**src/btr_regs.svh**
```systemverilog
// Register offsets, field values and reset values of the trigger and clock router
`ifndef BTR_REGS_SVH
`define BTR_REGS_SVH
`define BTR_ADDR_W 16
`define BTR_OFS_REFCLK 16'h4EAC
`define BTR_OFS_TRGOUT 16'h9D6C
`define BTR_OFS_TRGOUT_AVAIL 16'h9D6D
`define BTR_OFS_TRGIN 16'h9D6E
`define BTR_OFS_CTRL 16'h9D70
`define BTR_OFS_STATUS 16'h9D71
`define BTR_REF_INTERNAL 32'h00000000
`define BTR_REF_BACKPLANE 32'hFFFFFFFF
`define BTR_OUT_OFF 4'h0
`define BTR_OUT_LINE0 4'h1
`define BTR_OUT_LINE5 4'h6
`define BTR_OUT_STAR 4'h9
`define BTR_AVAIL_VALUE 16'h013F
`define BTR_TRGIN_MASK 16'h013F
`define BTR_STAR_BIT 8
`define BTR_READY_LINE 7
`define BTR_CTRL_ARMED_BIT 0
`define BTR_CTRL_PRE_DONE_BIT 1
`define BTR_ZERO32 32'h00000000
`endif

```
**src/btr_pkg.sv**
```systemverilog
// Types of the trigger and clock router
package btr_pkg;
  typedef enum logic [2:0] {
    BTR_IDLE = 3'b001,
    BTR_HIGH = 3'b010,
    BTR_DONE = 3'b100
  } btr_pulse_state_t;
endpackage

```
**src/btr_ref_mux.sv**
```systemverilog
// Sample clock reference selector feeding the PLL
`timescale 1ns/1ps
module btr_ref_mux (
  input wire logic use_backplane,
  input wire logic internal_ref,
  input wire logic backplane_ref,
  output logic pll_ref
);
  assign pll_ref = use_backplane ? backplane_ref : internal_ref;
endmodule // btr_ref_mux

```
**src/btr_line_drv.sv**
```systemverilog
// Registered tri-state driver for one backplane trigger line
`timescale 1ns/1ps
module btr_line_drv (
  input wire logic clk,
  input wire logic reset_n,
  input wire logic selected,
  input wire logic level,
  output logic line_out,
  output logic line_oe
);
  always_ff @(posedge clk) begin
    if (!reset_n) begin
      line_out <= 1'b0;
      line_oe <= 1'b0;
    end else begin
      line_out <= level;
      line_oe <= selected;
    end
  end
endmodule // btr_line_drv

```
**src/btr_router.sv**
```systemverilog
// Backplane trigger and reference clock router
// How it works
// - Reference select: 0 internal, -1 backplane
// - Backplane 10 MHz clock feeds the PLL
// - Programmed output diverts own trigger to line
// - Rising edge marks trigger; low at stop
// - Output select: 0 off, 1-6 lines, 9 star
// - Read-only bitmap of usable output lines
// - Line 7 shows pretrigger elapsed, ready
// - Line 7 open collector, wired AND
// - No input to output trigger path
// - Lines undriven after reset until programmed
// - Selected input lines ORed into trigger
//
// Design decision made here: the address-and-strobe port.
`timescale 1ns/1ps
`include "btr_regs.svh"
module btr_router #(
  parameter int NUM_LINES = 6
) (
  input wire logic clk,
  input wire logic reset_n,
  input wire logic [15:0] addr,
  input wire logic [31:0] wdata,
  input wire logic wr,
  input wire logic rd,
  output logic [31:0] rdata,
  input wire logic internal_ref,
  input wire logic backplane_ref,
  output logic pll_ref,
  output logic ref_is_backplane,
  input wire logic own_trigger,
  input wire logic acquiring,
  input wire logic pretrigger_done,
  output logic self_trigger,
  input wire logic [7:0] trig_line_in,
  output logic [7:0] trig_line_out,
  output logic [7:0] trig_line_oe,
  input wire logic star_in,
  output logic star_out,
  output logic star_oe,
  output logic trigger_enable
);
  // ***************************************
  // Registers
  // ***************************************
  logic [31:0] refsel_q;
  logic [3:0] outsel_q;
  logic [15:0] insel_q;
  logic armed_q;
  logic [31:0] rdata_q;
  btr_pkg::btr_pulse_state_t state_q;
  logic trig_prev_q;
  logic pulse_q;

  function automatic logic sel_is_line(input logic [3:0] sel, input int idx);
    sel_is_line = (sel >= `BTR_OUT_LINE0) && (sel <= `BTR_OUT_LINE5) &&
                  (sel - `BTR_OUT_LINE0 == 4'(idx));
  endfunction

  always_ff @(posedge clk) begin
    if (!reset_n) begin
      refsel_q <= `BTR_REF_INTERNAL;
    end else if (wr && addr == `BTR_OFS_REFCLK) begin
      if (wdata == `BTR_REF_BACKPLANE) begin
        refsel_q <= `BTR_REF_BACKPLANE;
      end else begin
        refsel_q <= `BTR_REF_INTERNAL;
      end
    end
  end

  always_ff @(posedge clk) begin
    if (!reset_n) begin
      outsel_q <= `BTR_OUT_OFF;
    end else if (wr && addr == `BTR_OFS_TRGOUT) begin
      if ((wdata[3:0] <= `BTR_OUT_LINE5 || wdata[3:0] == `BTR_OUT_STAR) && wdata[31:4] == 28'h0000000) begin
        outsel_q <= wdata[3:0];
      end else begin
        outsel_q <= `BTR_OUT_OFF;
      end
    end
  end

  always_ff @(posedge clk) begin
    if (!reset_n) begin
      insel_q <= 16'h0000;
    end else if (wr && addr == `BTR_OFS_TRGIN) begin
      insel_q <= wdata[15:0] & `BTR_TRGIN_MASK;
    end
  end

  always_ff @(posedge clk) begin
    if (!reset_n) begin
      armed_q <= 1'b0;
    end else if (wr && addr == `BTR_OFS_CTRL) begin
      armed_q <= wdata[`BTR_CTRL_ARMED_BIT];
    end
  end

  // ***************************************
  // Read port
  // ***************************************
  always_ff @(posedge clk) begin
    if (!reset_n) begin
      rdata_q <= `BTR_ZERO32;
    end else if (rd) begin
      case (addr)
        `BTR_OFS_REFCLK: rdata_q <= refsel_q;
        `BTR_OFS_TRGOUT: rdata_q <= {28'h0000000, outsel_q};
        `BTR_OFS_TRGOUT_AVAIL: rdata_q <= {16'h0000, `BTR_AVAIL_VALUE};
        `BTR_OFS_TRGIN: rdata_q <= {16'h0000, insel_q};
        `BTR_OFS_CTRL: rdata_q <= {31'h00000000, armed_q};
        `BTR_OFS_STATUS: rdata_q <= {29'h00000000, trigger_enable, pretrigger_done, pulse_q};
        default: rdata_q <= `BTR_ZERO32;
      endcase
    end else begin
      rdata_q <= `BTR_ZERO32;
    end
  end
  assign rdata = rdata_q;

  // ***************************************
  // Reference clock
  // ***************************************
  assign ref_is_backplane = (refsel_q == `BTR_REF_BACKPLANE);

  btr_ref_mux u_ref (
    .use_backplane(ref_is_backplane),
    .internal_ref(internal_ref),
    .backplane_ref(backplane_ref),
    .pll_ref(pll_ref)
  );

  // ***************************************
  // Trigger output pulse
  // ***************************************
  always_ff @(posedge clk) begin
    if (!reset_n) begin
      trig_prev_q <= 1'b0;
    end else begin
      trig_prev_q <= own_trigger;
    end
  end

  always_ff @(posedge clk) begin
    if (!reset_n) begin
      state_q <= btr_pkg::BTR_IDLE;
      pulse_q <= 1'b0;
    end else begin
      case (state_q)
        btr_pkg::BTR_IDLE: begin
          if (acquiring && own_trigger && !trig_prev_q) begin
            state_q <= btr_pkg::BTR_HIGH;
            pulse_q <= 1'b1;
          end
        end
        btr_pkg::BTR_HIGH: begin
          if (!acquiring) begin
            state_q <= btr_pkg::BTR_IDLE;
            pulse_q <= 1'b0;
          end else begin
            state_q <= btr_pkg::BTR_DONE;
          end
        end
        btr_pkg::BTR_DONE: begin
          if (!acquiring) begin
            state_q <= btr_pkg::BTR_IDLE;
            pulse_q <= 1'b0;
          end
        end
        default: begin
          state_q <= btr_pkg::BTR_IDLE;
          pulse_q <= 1'b0;
        end
      endcase
    end
  end

  // ***************************************
  // Backplane lines
  // ***************************************
  genvar gi;
  generate
    for (gi = 0; gi < NUM_LINES; gi++) begin : g_line
      btr_line_drv u_drv (
        .clk(clk),
        .reset_n(reset_n),
        .selected(sel_is_line(outsel_q, gi)),
        .level(pulse_q),
        .line_out(trig_line_out[gi]),
        .line_oe(trig_line_oe[gi])
      );
    end
  endgenerate

  btr_line_drv u_star (
    .clk(clk),
    .reset_n(reset_n),
    .selected(outsel_q == `BTR_OUT_STAR),
    .level(pulse_q),
    .line_out(star_out),
    .line_oe(star_oe)
  );

  assign trig_line_out[6] = 1'b0;
  assign trig_line_oe[6] = 1'b0;
  // Pull low while armed until pretrigger elapsed; release otherwise
  assign trig_line_out[`BTR_READY_LINE] = 1'b0;
  assign trig_line_oe[`BTR_READY_LINE] = armed_q && !pretrigger_done;
  assign trigger_enable = trig_line_in[`BTR_READY_LINE];

  // ***************************************
  // Trigger to own acquisition
  // ***************************************
  logic [15:0] in_vec;
  assign in_vec = {7'h00, star_in, 2'h0, trig_line_in[5:0]};
  assign self_trigger = (outsel_q == `BTR_OUT_OFF) ?
                        (((in_vec & insel_q) != 16'h0000) || (insel_q == 16'h0000 && own_trigger)) :
                        ((in_vec & insel_q) != 16'h0000);
endmodule // btr_router

```
**config.mk**
```make
export PLATFORM = sky130hd
export DESIGN_NAME = btr_router
export DESIGN_NICKNAME = d
export VERILOG_FILES = /design/src/btr_pkg.sv /design/src/btr_ref_mux.sv /design/src/btr_line_drv.sv /design/src/btr_router.sv
export VERILOG_INCLUDE_DIRS = /design/src /design/src/src
export SDC_FILE = /design/constraint.sdc
export NUM_CORES = 1
export LEC_CHECK = 0
export BUFFER_PORTS_ARGS = -buffer_cell sky130_fd_sc_hd__buf_4
export CORE_MARGIN = 3
export CORE_UTILIZATION = 40
export DETAILED_ROUTE_END_ITERATION = 8
export MAX_ROUTING_LAYER = met4
export PLACE_DENSITY = 0.73
export RECOVER_POWER = 25
export SETUP_SLACK_MARGIN = 0.5
export SKIP_LAST_GASP = 1
export SLEW_MARGIN = 0
export SYNTH_ARGS = -nofsm -noshare
export SYNTH_HDL_FRONTEND = slang
export SYNTH_HIERARCHICAL = 1
export SYNTH_SLANG_ARGS = --single-unit
```
**constraint.sdc**
```tcl
create_clock -name clk -period 3.35 [get_ports clk]
set_input_delay 0.67 -clock clk [delete_from_list [all_inputs] [get_ports clk]]
set_output_delay 0.67 -clock clk [all_outputs]
set_load 0.03 [all_outputs]
```
## Word level (Yosys, flattened, before mapping)

Cells that the tools add are included.

- Add/sub/neg operators: 1
- Order comparisons: 3
- Equality and inequality tests: 21
- Multiplexer cells: 12
- Bitwise logic cells: 1
- Reduce and logical (&&, ||, !) cells: 29

Operators with widths:

| cell | count |
|---|---|
| 32-bit one-hot mux with 6 select lines | 1 |
| 16-bit equality test, second input constant | 5 |
| 32-bit equality test, second input constant | 2 |
| 32-bit 2-to-1 mux | 1 |
| 28-bit logical NOT | 1 |
| 16-bit by 15-bit equality test with 1-bit output, second input constant | 1 |
| 1-bit logical AND | 16 |
| 16-bit logical NOT | 1 |
| 16-bit nonzero test | 1 |
| 9-bit bitwise AND | 1 |
| 3-bit 2-to-1 mux | 3 |
| 3-bit one-hot mux with 3 select lines | 1 |
| 4-bit by 2-bit equality test with 1-bit output, second input constant | 2 |
| 4-bit by 3-bit equality test with 1-bit output, second input constant | 2 |
| 4-bit equality test, second input constant | 2 |
| 4-bit by 3-bit less-or-equal comparator with 1-bit output, second input constant | 2 |
| 4-bit logical NOT | 2 |
| 2-bit inequality test, second input constant | 3 |
| 2-bit AND reduction | 3 |
| 4-bit by 1-bit equality test with 1-bit output, second input constant | 1 |
| 4-bit by 1-bit >= comparator with 1-bit output, second input constant | 1 |
| 1-bit 2-to-1 mux | 4 |
| 4-bit 2-to-1 mux | 1 |
| 4-bit by 1-bit subtractor with 4-bit output, second input constant | 1 |
| 7 further kinds | 9 |

- Register bits after elaboration: 89
- Input port bits: 66
- Output and inout port bits: 54
- Word-level logic and storage cells: 83

## Longest topological paths before layout

Gate-level depths: netlist of run 1.

- Depth after elaboration: 4
- Gate-level depth with buffers: 6
- Mapped depth without buffers: 5

## By module

Netlist of run 1, hierarchy kept.

Modules (own cells, without submodules):

| module | instances | cells each | area each (µm²) | sequential area each (µm²) |
|---|---|---|---|---|
| btr_router | 1 | 192 | 1684.1 | 520.5 |
| btr_line_drv | 7 | 4 | 52.6 | 40.0 |
| btr_ref_mux | 1 | 1 | 15.0 | 0.0 |

## Worst setup path after synthesis of run 1

No wires, ideal clock.

- Path type: input-to-reg
- From: in wdata[13]
- To: reg outsel_q[1]
- Setup time: 0.059 ns
- Arrival time: 2.003 ns
- Required time: 3.291 ns
- Slack: 1.288 ns
- Cell stages on the path: 5
- Path buffers: 0
- Cells stage by stage: or4_1 a2111oi_1 nand4_1 nor3_2 a22o_1

- Cells in the longest elaborated chain, start to end: 3

RTL lines:

| what | RTL line | source |
|---|---|---|
| start, declared | btr_router.sv:24 | `input wire logic [31:0] wdata,` |
| 28-bit logical NOT | btr_router.sv:77 | `` if ((wdata[3:0] <= `BTR_OUT_LINE5 \|\| wdata[3:0] == `BTR_OUT_STAR) && wdata[31:4] == 28'h0000000) begin `` |
| 1-bit logical AND | btr_router.sv:77 |  |
| 4-bit 2-to-1 mux | btr_router.sv:77 |  |
| end signal, assigned | btr_router.sv:75 | `` outsel_q <= `BTR_OUT_OFF; `` |
| end signal, assigned | btr_router.sv:78 | `outsel_q <= wdata[3:0];` |
| end signal, assigned | btr_router.sv:80 | `` outsel_q <= `BTR_OUT_OFF; `` |
| end, declared | btr_router.sv:48 | `logic [3:0] outsel_q;` |

No other way between the ends.
A chain may end at the register's enable or synchronous reset.

## Final worst setup path of run 1

- From: in addr[1]
- To: reg outsel_q[2]

- Cells in the longest elaborated chain, start to end: 2

RTL lines:

| what | RTL line | source |
|---|---|---|
| start, declared | btr_router.sv:23 | `input wire logic [15:0] addr,` |
| 16-bit equality test | -- |  |
| 1-bit logical AND (no source line) | -- |  |

No other way between the ends.

==> metrics.txt, run 1 <==
overall power=0.918 mW; commonest non-fill, non-tap cell in the layout=buf_4; most frequent cells in the layout=buf_4 (111), dfxtp_1 (40), nand2_1 (17); 1st-iter DRT viols=74; synthesized cell area=0.00207 mm2; worst hold margin=around 520 ps; vias in the first global route=1960; core region area=between 0.004 and 0.005 mm2; startpoint types=primary input; CP top delay family=simple AND/OR/NAND/NOR gates; Peak supply drop=0.000230 V; Die H=77.9 um; postcts setup bufs=0; fin cells=382; DR WL/cell=14.3 um; Detailed Route WL=5450 um; slew margin rel.=0.280; Resized Gates After CTS=0; Tightest Hold Check Type=reg -> reg; clk sinks=40; post-route ant nets=0; top_reg_cell synth=dfxtp_1; worst endpoint data arrival time=between 2000 and 2500 ps; Worst-Margin Slew=1080 ps; antenna diode count=0; layout net count=between 300 and 400; pre-CTS setup slack=just under 900 ps; status=completed; Leakage=around 1.3 nW; Crit Path Class=in -> reg; slowest stage cell, crit path=nor4_2; Yosys reg bits=40; CP endpoint kind=flop; CP bufs+invs=1; Max Cap Viol=0; fin crit period=2170 ps; share of layout cells above drive strength 1=0.403; setup violators final=0; # fillers=441; Pwr Density=320 mW/mm2; DR DRC count=0; DPL Wire Length=around 4400 um; vias=1960; Placed Area=around 0.0028 mm2; Hold Vio Cnt, Final=0; Clock Tree Root=clkbuf_8; Core Util, Final=0.593; placed cell count=374; Die Footprint=0.00607 mm2; Crit path largest cell delay=570 ps; Post-synth EDFFs=0; Area growth syn-to-layout=39.0%; clk buf depth=2; Fin Setup TNS=0 ps; Syn Area/Cell=slightly above 9 um2; Clk pin slew, worst setup/hold paths=80 ps; Setup WS post-layout=1180 ps; Final Cell Area=around 0.0029 mm2; Tot GR Track Use=0.188; count of pins over their slew limit=0; hold_buf cts=0; site row count=25; Synth area leaders=dfxtp_1 (39%), buf_4 (10%), and2_1 (5.1%), mux2i_1 (4.4%), nand4_1 (3.9%); Synth warnings=6; Yosys top cell by area=dfxtp_1; sequential cell area fraction in the yosys report=0.387; initial cell density of the core=0.426; GRT overflow=0; Post-Syn Instances=221; RSZ-0062 raised after global routing=false; Synth async-reset ratio=0; top-area cell type share of the netlist area=0.387; DR pass1 iterations=4; CP max FO=5; fmax=461 MHz; Yosys cell types=47; Vias per Instance=5.13; Clock Skews=5.16 ps; pin count of the biggest net entering global routing=32; first-pass GRT wire length=8870 um; placer congestion estimate=0.806; Final Cycle Share=0.648; crit-path cells=buf_4, nand4bb_1, nor4_2, nand2_1, and2_1, a22o_1; die width=77.9 um; I/O pins=120; # port buffers=around 120; Worst-Skew Late Latency=290 ps; Inserted Clock Buffers=5; H-tree lvl count=2; initial antenna violation count=0; Req. time, crit path=3540 ps; TritonCTS clock tree=yes
[power by group]
part	switching, mW	internal, mW
clock network	0.160	0.145
logic	0.0581	0.0704
registers	0.00433	0.481
total	0.222	0.696
[cell usage after synthesis, types with 5 or more instances]
master	instances
mux2i_1	9
buf_4	28
a22oi_1	5
nor3_1	6
nand4_1	13
nand2_1	17
dfxtp_1	40
a21oi_1	5
and2_1	17
nor4_1	9
nor2_1	5
nor2b_1	13
[sequential cells by signal, summed over array words and instances (netlist names)]
signal and cells:
rdata 8, insel_q 7, g_line.u_drv/line_oe 6, g_line.u_drv/line_out 6, outsel_q 4, state_q 3, armed_q 1, pulse_q 1
refsel_q 1, trig_prev_q 1, u_star/line_oe 1, u_star/line_out 1
[worst reg2reg max path: stages (launching register included)]
cell	delay, ps
dfxtp_1	370
nor3b_1	370
a211o_1	180
nand4_1	80
[logic make-up (layout without fill, tap and decap cells)]
group                     count (synthesis)  in the layout  synth area share
AOI/OAI and AO/OA                        28             28            0.0981
xor gates and xnor gates                  1              1           0.00424
buffers and inverters                    33            125             0.111
DFF                                      40             40             0.387
muxes                                    10             10            0.0508
other                                     1              3           0.00181
and+or+nand+nor                         108            108             0.347
[layout make-up]
cell class	count	area [um2]	share of cell area
multi-input cells	150	1040	0.364
inverters	2	7.51	0.00261
well taps	67	83.8	0.0292
clock buffers	5	68.8	0.0240
flip-flops and latches	40	801	0.279
clock inverters	3	18.8	0.00653
repair buffers	115	848	0.295
[path summary, 6_finish.rpt]
check | startpoint | to | slack (ps) | cells past startpoint
setup / recovery | addr[1] | outsel_q[2]$_SDFFE_PN0P_ | 1180 | 6
hold / removal | insel_q[4]$_SDFFE_PN0P_ | rdata[4]$_SDFF_PN0_ | 520 | 2
hold reg to reg | insel_q[4]$_SDFFE_PN0P_ | rdata[4]$_SDFF_PN0_ | 520 | 2
setup reg to reg | state_q[1]$_SDFFE_PN0P_ | state_q[0]$_SDFFE_PN1P_ | 2190 | 3
[metal layers]
metal	vias to the layer above	part of all wire	wire length, um	global-route usage
li1	977	-	-	-
met1	883	0.41	2230	0.209
met2	93	0.49	2700	0.321
met3	7	0.082	447	0.0487
met4	0	0.014	77	0.0747
met5	-	0	0	-
(Power assumes the default switching activity.)
==> inputs of run 2 (changes only) <==
ABC_AREA = 1   (was default)
PLACE_DENSITY = 0.71   (was 0.73)
clock period = 2.28 ns   (was 3.35 ns; I/O delays follow)
==> metrics.txt, run 2 <==
leading cell type by number of instances after synthesis=nor2_1; Peak supply drop=0.000278 V; top_reg_cell synth=dfxtp_1; Tot GR Track Use=0.170; CP top delay family=flip-flops; initial cell density of the core=0.430; Max Cap Viol=0; Syn Area/Cell=6.73 um2; fmax=about 570 MHz; Detailed Route WL=5510 um; DR WL/cell=10.9 um; Yosys top cell by area=dfxtp_1; Yosys reg bits=40; hold_buf cts=0; Leakage=1.65 nW; worst endpoint data arrival time=1280 ps; count of pins over their slew limit=0; most frequent cells in the layout=buf_4 (110), nor2_1 (54), nand2_1 (51); vias=2325; Post-Syn Instances=between 300 and 400; CP bufs+invs=2; Fin Setup TNS=0 ps; Synth warnings=6; top-area cell type share of the netlist area=0.351; clk sinks=40; slowest stage cell, crit path=dfxtp_2; Die H=81.5 um; GRT overflow=0; DR pass1 iterations=4; Req. time, crit path=roughly 1800 ps; # port buffers=about 120; status=completed; setup violators final=0; Crit path largest cell delay=approximately 330 ps; synthesized cell area=0.00228 mm2; TritonCTS clock tree=yes; share of layout cells above drive strength 1=0.361; Clk pin slew, worst setup/hold paths=70 ps; Inserted Clock Buffers=5; Hold Vio Cnt, Final=0; antenna diode count=0; Area growth syn-to-layout=37.2%; H-tree lvl count=2; Post-synth EDFFs=0; CP max FO=3; Crit Path Class=reg -> out; layout net count=500; pin count of the biggest net entering global routing=32; placer congestion estimate=0.868; Final Cycle Share=0.764; Clock Skews=2.79 ps; Placed Area=0.00302 mm2; first-pass GRT wire length=8580 um; Pwr Density=520 mW/mm2; Clock Tree Root=clkbuf_8; vias in the first global route=between 2000 and 2500; DR DRC count=0; core region area=0.00530 mm2; slew margin rel.=0.281; Core Util, Final=0.590; fin crit period=approximately 1700 ps; I/O pins=120; Vias per Instance=4.60; commonest non-fill, non-tap cell in the layout=buf_4; post-route ant nets=0; max FFs per register=8; most frequent cells after synthesis=nor2_1 (55), nand2_1 (53), inv_1 (50); Final Cell Area=0.00313 mm2; # fillers=505; Yosys cell types=26; initial antenna violation count=0; Tightest Hold Check Type=in -> reg; Worst-Margin Slew=1080 ps; 1st-iter DRT viols=between 80 and 90; clk buf depth=2; startpoint types=flop; Worst-Skew Late Latency=290 ps; sequential cell area fraction in the yosys report=0.351; RSZ-0062 raised after global routing=true; site row count=26; CP endpoint kind=primary output; Die Footprint=0.00664 mm2; Synth async-reset ratio=0; Synth area leaders=dfxtp_1 (35%), buf_4 (9.2%), nor2_1 (9.1%), nand2_1 (8.7%), inv_1 (8.2%); die width=81.5 um; overall power=1.63 mW; DPL Wire Length=~4600 um; crit-path cells=inv_1, nand3_2, o311ai_2, buf_4
==> run 2: cell count changes after synthesis, sizes merged, moves of 5 or more <==
cell / previous run / this run
mux2i: 9 / 0
a22oi: 5 / 0
nor2: 5 / 64
o21ai: 2 / 19
nand2: 17 / 61
nand3: 2 / 28
nor4: 12 / 1
inv: 2 / 50
a21oi: 5 / 19
nor2b: 13 / 0
and2: 17 / 1
==> run 2: worst reg2reg max path, delay by kind of cell (launching register included) <==
family / cells / cell delay (ps)
compound gates: 2 / 180
simple gates: 4 / 490
flops: 1 / 350
buf+inv: 2 / 140
==> run 2: repair_timing <==
| action | 4_1_cts | 5_1_grt |
|---|---|---|
| cloned | 0 | 0 |
| resized for setup | 2 | 16 |
| buffers inserted | 0 | 1 |
| setup endpoints to repair | 26 | 1 |
| pin swaps | 0 | 3 |
==> run 2: kinds of logic (layout without fill, tap and decap cells) <==
logic type	Yosys count	count (layout)	synth area share
and+or+nand+nor	177	177	0.373
DFF	40	40	0.351
buffers and inverters	81	175	0.183
AOI/OAI and AO/OA	40	40	0.0911
other	1	3	0.00164
==> run 2: final cells by class <==
class	count	area, um2	area share
clock buffer	6	82.6	0.0264
clock inverter	2	10.0	0.00320
inverter	51	193	0.0616
multi-input combinational	220	1100	0.350
sequential	40	812	0.259
tap	70	87.6	0.0280
timing repair buffer	116	848	0.271
==> run 2: metrics by stage <==
stage,std cells,hold slack (ps),setup slack (ps)
floorplan,341,444,686
global placement,496,460,541
detailed placement,496,469,519
CTS,504,355,487
global route,505,370,478
finish,505,361,539
==> run 2: final timing paths <==
path              slack (ps)  cells past startpoint                       to               startpoint
hold / removal           360                      3   trig_prev_q$_SDFF_PN0_              own_trigger
setup reg to reg        1050                      8     pulse_q$_SDFFE_PN0P_  state_q[0]$_SDFFE_PN1P_
setup / recovery         540                      4             self_trigger  insel_q[2]$_SDFFE_PN0P_
hold reg to reg          480                      2  insel_q[0]$_SDFFE_PN0P_  insel_q[0]$_SDFFE_PN0P_
==> run 2: power by group <==
group	switching, mW	internal [mW]	leakage (nW)
clock	0.232	0.241	0.0510
sequential	0.0390	0.752	0.329
combinational	0.211	0.152	1.27
==> run 2: per-layer routing <==
metal | wire (um) | track usage | share of wire
met2 | 2480 | 0.285 | 0.45
met3 | 511 | 0.0340 | 0.093
met1 | 2420 | 0.199 | 0.44
met5 | 0 | - | 0
met4 | 99 | 0.0659 | 0.018
